## src/hdl/stop_clock_defs.svh

```systemverilog
// Register map, field positions and reset values of the stop-clock control
`ifndef STOP_CLOCK_DEFS_SVH
`define STOP_CLOCK_DEFS_SVH
// ****************************************
// Register indices (byte address = 4 x index)
// ****************************************
`define REG_PMU_CFG    8'h80
`define REG_PORT22     8'h82
`define REG_PORT70     8'h83
`define REG_SOFT_CTRL  8'h84
`define REG_EVT_CTRL   8'h85
`define REG_IRQ_MASK   8'h86
// ****************************************
// Field positions
// ****************************************
`define CFG_STOP_EN    6
`define CFG_SOFT_EN    5
`define SOFT_ASSERT    0
`define SOFT_BRK_CLR   1
`define SOFT_DET_CLR   2
`define EVT_FAST       7
`define EVT_GENERIC    6
`define EVT_SLOW       5
`define EVT_BREAK      4
`define EVT_IRQ        3
`define EVT_NMI        2
`define EVT_DMA        1
`define EVT_PCI        0
// ****************************************
// Mirrored I/O ports and reset values
// ****************************************
`define IO_PORT_22     16'h0022
`define IO_PORT_70     16'h0070
`define RST_BYTE       8'h00
`define RST_MASK       16'h0000
`define RST_WORD       32'h0000_0000
`endif

```

## src/hdl/stop_clock_pkg.sv

```systemverilog
// Types shared by the stop-clock control block
package stop_clock_pkg;
  typedef enum logic {
    STATE_RUN     = 1'b0,
    STATE_STOPPED = 1'b1
  } stop_state_e;
  typedef logic [7:0] byte_t;
endpackage : stop_clock_pkg

```

## src/hdl/stop_clock_event_control.sv

```systemverilog
// Stop-clock request control with Wishbone register slave
// What this block does
// - Read-only shadow of last port 70h write
// - Read-only shadow of last port 22h write
// - Writing bit 2 clears deturbo blocking
// - Writing bit 1 clears break blocking
// - Break press blocks further presses until cleared
// - Writing bit 0 asserts stop request immediately
// - Event bit 7 lets fast timeout assert
// - Event bit 6 lets generic timeout assert
// - Event bit 5 lets slow timeout assert
// - Event bit 4: unblocked break press releases request
// - Event bit 3: masked interrupt releases request
// - Event bit 2: NMI event releases request
// - Event bit 1: DMA request releases request
// - Event bit 0: PCI master request releases
// - Sixteen-bit mask selects wake interrupt lines
// - Master enable gates every stop request
// - Software assertion needs software enable bit
//
// Decided for this implementation: the Wishbone interface to the registers.
`timescale 1ns/1ns
`include "stop_clock_defs.svh"
module stop_clock_event_control (
  input  wire logic        clk_i,
  input  wire logic        rst_i,
  input  wire logic        wb_cyc_i,
  input  wire logic        wb_stb_i,
  input  wire logic        wb_we_i,
  input  wire logic [9:0]  wb_adr_i,
  input  wire logic [3:0]  wb_sel_i,
  input  wire logic [31:0] wb_dat_i,
  output logic      [31:0] wb_dat_o,
  output logic             wb_ack_o,
  input  wire logic        io_write_i,
  input  wire logic [15:0] io_port_i,
  input  wire logic [7:0]  io_data_i,
  input  wire logic        fast_timeout_i,
  input  wire logic        generic_timeout_i,
  input  wire logic        slow_timeout_i,
  input  wire logic        break_switch_i,
  input  wire logic        deturbo_switch_i,
  input  wire logic [15:0] irq_i,
  input  wire logic        nmi_i,
  input  wire logic        dma_req_i,
  input  wire logic        pci_req_i,
  output logic             stop_clock_request_n_o,
  output logic             break_blocked_o,
  output logic             deturbo_blocked_o,
  output logic             break_action_o,
  output logic             deturbo_action_o
);
  // ****************************************
  // State
  // ****************************************
  stop_clock_pkg::byte_t       pmu_cfg;
  stop_clock_pkg::byte_t       evt_ctrl;
  logic [15:0]                 irq_mask;
  stop_clock_pkg::byte_t       port22_shadow;
  stop_clock_pkg::byte_t       port70_shadow;
  stop_clock_pkg::stop_state_e state;
  logic                        brk_prev;
  logic                        det_prev;
  logic                        nmi_prev;
  logic [15:0]                 irq_prev;
  stop_clock_pkg::byte_t       next_pmu_cfg;
  stop_clock_pkg::byte_t       next_evt_ctrl;
  logic [15:0]                 next_irq_mask;
  stop_clock_pkg::byte_t       next_port22_shadow;
  stop_clock_pkg::byte_t       next_port70_shadow;
  stop_clock_pkg::stop_state_e next_state;
  logic [31:0]                 next_dat;
  logic                        next_ack;
  logic                        next_brk_blk;
  logic                        next_det_blk;
  logic                        next_brk_act;
  logic                        next_det_act;
  logic [7:0]                  idx;
  logic                        wr_lo;
  logic                        wr_hi;
  logic                        soft_wr;
  logic                        brk_press;
  logic                        det_press;
  logic                        nmi_rise;
  logic [15:0]                 irq_rise;
  logic                        timer_hit;
  logic                        soft_hit;
  logic                        assert_req;
  logic                        wake;

  // ****************************************
  // Wishbone slave
  // ****************************************
  assign idx     = wb_adr_i[9:2];
  // Writes land on the edge at which the master sees ack
  assign wr_lo   = wb_cyc_i & wb_stb_i & wb_we_i & wb_ack_o & wb_sel_i[0];
  assign wr_hi   = wb_cyc_i & wb_stb_i & wb_we_i & wb_ack_o & wb_sel_i[1];
  assign soft_wr = wr_lo & (idx == `REG_SOFT_CTRL);

  always_comb begin
    next_ack = wb_cyc_i & wb_stb_i & ~wb_ack_o;
    next_dat = `RST_WORD;
    // Unmapped and write-only registers read as zero
    if (next_ack & ~wb_we_i) begin
      unique case (idx)
        `REG_PMU_CFG:  next_dat[7:0]  = pmu_cfg;
        `REG_PORT22:   next_dat[7:0]  = port22_shadow;
        `REG_PORT70:   next_dat[7:0]  = port70_shadow;
        `REG_EVT_CTRL: next_dat[7:0]  = evt_ctrl;
        `REG_IRQ_MASK: next_dat[15:0] = irq_mask;
        default:       next_dat       = `RST_WORD;
      endcase
    end
  end

  // ****************************************
  // Control registers and port shadows
  // ****************************************
  always_comb begin
    next_pmu_cfg       = pmu_cfg;
    next_evt_ctrl      = evt_ctrl;
    next_irq_mask      = irq_mask;
    next_port22_shadow = port22_shadow;
    next_port70_shadow = port70_shadow;
    if (wr_lo && idx == `REG_PMU_CFG) begin
      next_pmu_cfg = wb_dat_i[7:0];
    end
    if (wr_lo && idx == `REG_EVT_CTRL) begin
      next_evt_ctrl = wb_dat_i[7:0];
    end
    if (wr_lo && idx == `REG_IRQ_MASK) begin
      next_irq_mask[7:0] = wb_dat_i[7:0];
    end
    if (wr_hi && idx == `REG_IRQ_MASK) begin
      next_irq_mask[15:8] = wb_dat_i[15:8];
    end
    if (io_write_i && io_port_i == `IO_PORT_22) begin
      next_port22_shadow = io_data_i;
    end
    if (io_write_i && io_port_i == `IO_PORT_70) begin
      next_port70_shadow = io_data_i;
    end
  end

  // ****************************************
  // Switch blocking
  // ****************************************
  assign brk_press = break_switch_i & ~brk_prev;
  assign det_press = deturbo_switch_i & ~det_prev;

  always_comb begin
    next_brk_blk = break_blocked_o;
    next_det_blk = deturbo_blocked_o;
    if (soft_wr && wb_dat_i[`SOFT_BRK_CLR]) begin
      next_brk_blk = 1'b0;
    end
    if (soft_wr && wb_dat_i[`SOFT_DET_CLR]) begin
      next_det_blk = 1'b0;
    end
    // Press sets blocking, wins over clear
    if (brk_press) begin
      next_brk_blk = 1'b1;
    end
    // Deturbo needs re-arm after each press
    if (det_press) begin
      next_det_blk = 1'b1;
    end
    next_brk_act = brk_press & ~break_blocked_o;
    next_det_act = det_press & ~deturbo_blocked_o;
  end

  // ****************************************
  // Stop-clock request
  // ****************************************
  assign nmi_rise = nmi_i & ~nmi_prev;
  assign irq_rise = irq_i & ~irq_prev;
  assign timer_hit = (evt_ctrl[`EVT_FAST] & fast_timeout_i)
                   | (evt_ctrl[`EVT_GENERIC] & generic_timeout_i)
                   | (evt_ctrl[`EVT_SLOW] & slow_timeout_i);
  assign soft_hit = pmu_cfg[`CFG_SOFT_EN] & soft_wr & wb_dat_i[`SOFT_ASSERT];
  assign assert_req = pmu_cfg[`CFG_STOP_EN] & (timer_hit | soft_hit);
  assign wake = (evt_ctrl[`EVT_BREAK] & brk_press & ~break_blocked_o)
              | (evt_ctrl[`EVT_IRQ] & (|(irq_rise & irq_mask)))
              | (evt_ctrl[`EVT_NMI] & nmi_rise)
              | (evt_ctrl[`EVT_DMA] & dma_req_i)
              | (evt_ctrl[`EVT_PCI] & pci_req_i);

  always_comb begin
    next_state = state;
    // Held until wake; wake wins a tie so a waiting request is not stranded
    unique case (state)
      stop_clock_pkg::STATE_RUN: begin
        if (assert_req && !wake) begin
          next_state = stop_clock_pkg::STATE_STOPPED;
        end
      end
      stop_clock_pkg::STATE_STOPPED: begin
        if (wake) begin
          next_state = stop_clock_pkg::STATE_RUN;
        end
      end
    endcase
  end

  // ****************************************
  // Registers
  // ****************************************
  always_ff @(posedge clk_i) begin
    if (rst_i) begin
      wb_ack_o               <= 1'b0;
      wb_dat_o               <= `RST_WORD;
      pmu_cfg                <= `RST_BYTE;
      evt_ctrl               <= `RST_BYTE;
      irq_mask               <= `RST_MASK;
      port22_shadow          <= `RST_BYTE;
      port70_shadow          <= `RST_BYTE;
      state                  <= stop_clock_pkg::STATE_RUN;
      stop_clock_request_n_o <= 1'b1;
      break_blocked_o        <= 1'b0;
      deturbo_blocked_o      <= 1'b0;
      break_action_o         <= 1'b0;
      deturbo_action_o       <= 1'b0;
      brk_prev               <= 1'b0;
      det_prev               <= 1'b0;
      nmi_prev               <= 1'b0;
      irq_prev               <= `RST_MASK;
    end else begin
      wb_ack_o               <= next_ack;
      wb_dat_o               <= next_dat;
      pmu_cfg                <= next_pmu_cfg;
      evt_ctrl               <= next_evt_ctrl;
      irq_mask               <= next_irq_mask;
      port22_shadow          <= next_port22_shadow;
      port70_shadow          <= next_port70_shadow;
      state                  <= next_state;
      stop_clock_request_n_o <= (next_state == stop_clock_pkg::STATE_RUN);
      break_blocked_o        <= next_brk_blk;
      deturbo_blocked_o      <= next_det_blk;
      break_action_o         <= next_brk_act;
      deturbo_action_o       <= next_det_act;
      brk_prev               <= break_switch_i;
      det_prev               <= deturbo_switch_i;
      nmi_prev               <= nmi_i;
      irq_prev               <= irq_i;
    end
  end
endmodule : stop_clock_event_control

```

## config.mk

```make
export PLATFORM = sky130hd
export DESIGN_NAME = stop_clock_event_control
export DESIGN_NICKNAME = d
export VERILOG_FILES = /design/src/hdl/stop_clock_pkg.sv /design/src/hdl/stop_clock_event_control.sv
export VERILOG_INCLUDE_DIRS = /design/src /design/src/hdl
export SDC_FILE = /design/constraint.sdc
export NUM_CORES = 1
export LEC_CHECK = 0
export ABC_AREA = 1
export BUFFER_PORTS_ARGS = -buffer_cell sky130_fd_sc_hd__clkbuf_2
export CORE_AREA = 2 2 119 121
export CTS_CLUSTER_SIZE = 28
export DETAILED_ROUTE_END_ITERATION = 10
export DIE_AREA = 0 0 121 123
export PLACE_DENSITY = 0.6
export RECOVER_POWER = 100
export SLEW_MARGIN = 20
export SYNTH_ARGS = -nofsm -noshare
export SYNTH_HDL_FRONTEND = slang
export SYNTH_SLANG_ARGS = --single-unit
```

## constraint.sdc

```tcl
create_clock -name clk_i -period 1.5 [get_ports clk_i]
set_clock_uncertainty 0.05 [all_clocks]
set_input_delay 0.225 -clock clk_i [delete_from_list [all_inputs] [get_ports clk_i]]
set_output_delay 0.225 -clock clk_i [all_outputs]
set_load 0.01 [all_outputs]
```

Word-level counts from Yosys, hierarchy flattened:

Cells that the tools add are included.

* output and inout bits: 38
* word-level logic and storage cells: 97
* register bits: 106

* multiplexer cells: 8
* reductions and logical operators: 15
* bitwise logic cells: 46
* equality and inequality tests: 8

Operator list (number)
* $eq A8 B8 Y1 const B: 6
* $pmux W8 S5: 1
* $and A16 B16 Y16: 2
* $and A1 B1 Y1: 25
* $eq A16 B6 Y1 const B: 1
* $eq A16 B7 Y1 const B: 1
* $not A16 Y16: 1
* $reduce_or A16 Y1: 1
* $not A1 Y1: 11
* $logic_and A1 B1 Y1: 9
* $or A1 B1 Y1: 7
* $mux W1: 6
* $reduce_bool A2 Y1: 2
* $reduce_or A3 Y1: 1
* $pmux W1 S2: 1
* $reduce_or A2 Y1: 1
* $logic_not A1 Y1: 1

Depth between registers and ports, before layout:

* word-level depth: 14
* mapped depth: 10

Worst setup path before layout:

No wires, ideal clock.

* path type: flip-flop to flip-flop
* start point: register wb_ack_o
* end point: register stop_clock_request_n_o
* stages on the path, launching flop included: 9
* path slack: 150 ps
* arrival: 1177 ps
* clock period less this slack: 1350 ps
* buffers on the path: 1
* setup time: 123 ps
* path through: dfxtp_1 nand2_1 nor3_2 buf_2 nand3_1 nand2_1 nand2_1 nand2_1 nand3_1

* longest elaborated chain between the ends: 11

RTL lines
* start, declared: RTL line stop_clock_event_control.sv:34 `output logic wb_ack_o,`
* start signal, assigned: RTL line stop_clock_event_control.sv:228 `wb_ack_o <= next_ack;`
* $and A1 B1 Y1 (2 in a row): RTL line stop_clock_event_control.sv:96 `assign wr_lo = wb_cyc_i & wb_stb_i & wb_we_i & wb_ack_o & wb_sel_i[0];`
* $and A1 B1 Y1: RTL line stop_clock_event_control.sv:98 `` assign soft_wr = wr_lo & (idx == `REG_SOFT_CTRL); ``
* $and A1 B1 Y1 (2 in a row): RTL line stop_clock_event_control.sv:180 `` assign soft_hit = pmu_cfg[`CFG_SOFT_EN] & soft_wr & wb_dat_i[`SOFT_ASSERT]; ``
* $or A1 B1 Y1: RTL line stop_clock_event_control.sv:181 `` assign assert_req = pmu_cfg[`CFG_STOP_EN] & (timer_hit | soft_hit); ``
* $and A1 B1 Y1: RTL line stop_clock_event_control.sv:181
* $logic_and A1 B1 Y1: RTL line stop_clock_event_control.sv:193 `if (assert_req && !wake) begin`
* $mux W1: RTL line stop_clock_event_control.sv:193
* $pmux W1 S2: RTL line stop_clock_event_control.sv:191 `unique case (state)`
* $not A1 Y1: RTL line stop_clock_event_control.sv:236 `stop_clock_request_n_o <= (next_state == stop_clock_pkg::STATE_RUN);`
* end signal, assigned: RTL line stop_clock_event_control.sv:236
* end, declared: RTL line stop_clock_event_control.sv:47 `output logic stop_clock_request_n_o,`

Every way passes these cells.
A chain may end at the register's enable or synchronous reset.

Worst setup path after layout:

* start point: register wb_ack_o
* end point: register irq_mask[4]

* longest elaborated chain between the ends: 3

RTL lines
* $and A1 B1 Y1 (2 in a row): RTL line stop_clock_event_control.sv:96
* $logic_and A1 B1 Y1 (no line)
* end signal, assigned: RTL line stop_clock_event_control.sv:214 `` irq_mask <= `RST_MASK; ``
* end signal, assigned: RTL line stop_clock_event_control.sv:232 `irq_mask <= next_irq_mask;`
* end, declared: RTL line stop_clock_event_control.sv:58 `logic [15:0] irq_mask;`

Every way passes these cells.

==> flow_summary.toml <==
[timing]
hold_slack_ns = 0.02328
tns_ns = 0
maxSlewHeadroom = 0.6576
min_period_over_period = 0.9890
hold_viol = 0
min_period_ns = 1.484
setup_ws_ns = 0.01647
drv_slew = 0
setup_viol_count_final = 0
worstMarginPinSlew_ns = 0.5136
rsz0062_at_grt = "yes"
clock.fmax_ghz = 0.6741

[clock_network]
h-tree-depth = 3
cts-root-buf = "clkbuf_16"
cts_tree = "done"
clock_sinks = 90
cts_made_buffers = 9
worstSkewPairLatency_ns = 0.35
cts_buffer_depth = 2
clk_pin_slew_worst_paths_ns = 0.07
ctsHoldBuffers = 0

[critical_path]
critical-path-max-stage-delay_ns = 0.35
critPathSlowestCell = "dfxtp_2"
worstSetupStartpointType = "register"
arrival_ns = 1.67
endpoint_kind = "register"
path_class = "register to register"
crit_path_cell_trace = "nand2_2 -> nor3_2 -> buf_4 -> buf_4 -> nand4_1 -> buf_6 -> o21ai_1 -> nor2_1"
crit_fanout = 8
critPathRequiredTime_ns = 1.69
reg2reg_from = "wb_ack_o$_SDFF_PP0_"
rr_endpoint = "irq_mask[4]$_SDFFE_PP0P_"
crit_path_frequent_cell = "buf_4"
reg2regPathDepth = 8
reg2reg_slack_ns = 0.02

[min_path]
hold_end = "irq_prev[9]$_SDFF_PP0_"
min_path_type = "primary input to register"
holdPathStages = 3
worstHoldStart = "irq_i[9]"

[placed_design]
post_dp_cell_area_um2 = 4741
io_buffers = 101
dp_hpwl_um = 7939
placed_cells = 846
place.gp.congestion = 0.7919
place_ws_ns = -0.03542

[cells_and_area]
design_area_um2 = 5199
layout_common_cells = "nor2_1 (109), clkbuf_2 (101), dfxtp_1 (89), nand2_1 (87), inv_1 (76)"
fin_cells = 871
layout_commonest_cell = "nor2_1"
nNetsFinal = 786
synthToLayoutAreaGrowth_pct = 30.66
drive_gt1_frac = 0.2590
num_antenna_cells = 0

[grt]
grt_overflow = 0
grt_busiest_layer = "met2"
grt_pass1_vias = 3379
grt_usage = 0.1413
grt_first_pass_wirelength_um = 16140
grt_use_met2 = 0.2286
grt_start_max_net_pins = 41
met3_usage = 0.03506
antenna_found_initial = 0
use_met1 = 0.1852

[logic_synthesis]
synth_seq_area_share = 0.4528
avgSynthCellArea_um2 = 7.067
synth_top_area_frac = 0.4528
synth_top_area_cell = "dfxtp_1"
ys_top_cells_by_area = "dfxtp_1 (45%), nor2_1 (10%), nand2_1 (8.4%)"
synth_cell_types = 28
synth-seq-cells = 90
yosys_warnings = 0
synthCells = 563
mappedNetlistArea_um2 = 3979

[power_and_ir_drop]
pwr_density_cell_nw_per_um2 = 986.8
leakage_nw = 2.449
irDropWorstVdd_uv = 558.6

[floorplanning]
die_y_um = 123
core_area_um2 = 13610
io_pins = 138
dieArea_um2 = 14880
dieWidth_um = 121
core.rowCount = 43
start_util = 0.2923

[routing]
drt_iter0_drc = 207
wirelength_um = 10520
post_drt_wl_per_cell_um = 12.08
dr.pass1.iters = 4
ant_nets = 0
vias_per_cell = 4.352
drc = 0
routed-via-count = 3791

[run_status]
outcome = "completed"

[job]
maxCapViolCount = 0
## power by group
group	switching (mW)	leakage, nW	internal (mW)	total (mW)
Clock	1.02	0.145	1.32	2.34
Combinational	0.211	1.57	0.144	0.356
Sequential	0.0120	0.731	2.42	2.44
Total	1.24	2.45	3.89	5.13
## worst max-delay path by stage
| stage | endpoint | cells after the start | slack (ns) | from |
|---|---|---|---|---|
| 2_1_floorplan | stop_clock_request_n_o$_SDFF_PP1_ | 8 | 0.15 | wb_ack_o$_SDFF_PP0_ |
| 3_3_place_gp | irq_mask[3]$_SDFFE_PP0P_ | 7 | -0.03 | wb_cyc_i |
| 3_5_place_dp | evt_ctrl[2]$_SDFFE_PP0P_ | 8 | -0.04 | wb_cyc_i |
| 4_1_cts | irq_mask[5]$_SDFFE_PP0P_ | 6 | -0.02 | wb_ack_o$_SDFF_PP0_ |
| 5_1_grt | irq_mask[4]$_SDFFE_PP0P_ | 8 | -0.06 | wb_ack_o$_SDFF_PP0_ |
| 6_report | irq_mask[4]$_SDFFE_PP0P_ | 8 | 0.02 | wb_ack_o$_SDFF_PP0_ |
## stage by stage
step	util	power, mW
floorplan	-	2.683
global placement	0.3483	2.835
detailed placement	0.3483	2.839
CTS	0.3724	5.176
global route	0.3819	5.333
finish	0.3819	5.130
## layer usage
metal / routed length, um / vias to the layer above / part of all wire
li1: - / 1984 / -
met3: 615 / 11 / 0.058
met4: 138 / 0 / 0.013
met5: 0 / - / 0
met1: 4917 / 1685 / 0.47
met2: 4847 / 111 / 0.46
## kinds of logic after synthesis
| kind of cell | share of synthesized area |
|---|---|
| DFF | 0.4528 |
| other | 0.0009425 |
| buffers and inverters | 0.1280 |
| and+or+nand+nor | 0.3258 |
| AOI/OAI and AO/OA | 0.09245 |
## Yosys cell counts (all sizes together)
library cell,number
nor2,117
nand2,92
dfxtp,90
inv,79
nand3,51
a21oi,38
o21ai,34
buf,26
nor3,11
nand4,10
clkbuf,7
or2,3
and2,2
conb,1
nor4,1
o211ai,1
## repair_timing
item / 4_1_cts / 5_1_grt
pin swaps: 1 / 6
buffers inserted: 1 / 7
cloned: 0 / 1
setup endpoints to repair: 6 / 25
resized for setup: 0 / 37
## critical path, delay by kind of cell, from the launching register on
kind | cells | cell delay, ns
flip-flops | 1 | 0.35
AND/OR/NAND/NOR | 4 | 0.39
buffers and inverters | 3 | 0.46
AO/OA/AOI/OAI | 1 | 0.13
## final cells by class
class | instances | area (um2)
fillers | 1472 | 8413
multi-input cells | 376 | 1765
well taps | 180 | 225.2
clock inverters | 7 | 82.58
inverters | 79 | 299.0
flip-flops and latches | 90 | 1803
clock buffers | 9 | 225.2
repair buffers | 130 | 798.3
## state kept, by name, indices dropped and copies added (netlist names), 8 cells and up
signal,cells
irq_mask,16
irq_prev,16
wb_dat_o,16
evt_ctrl,8
pmu_cfg,8
port22_shadow,8
port70_shadow,8
Power figures use the tool's default switching activity.
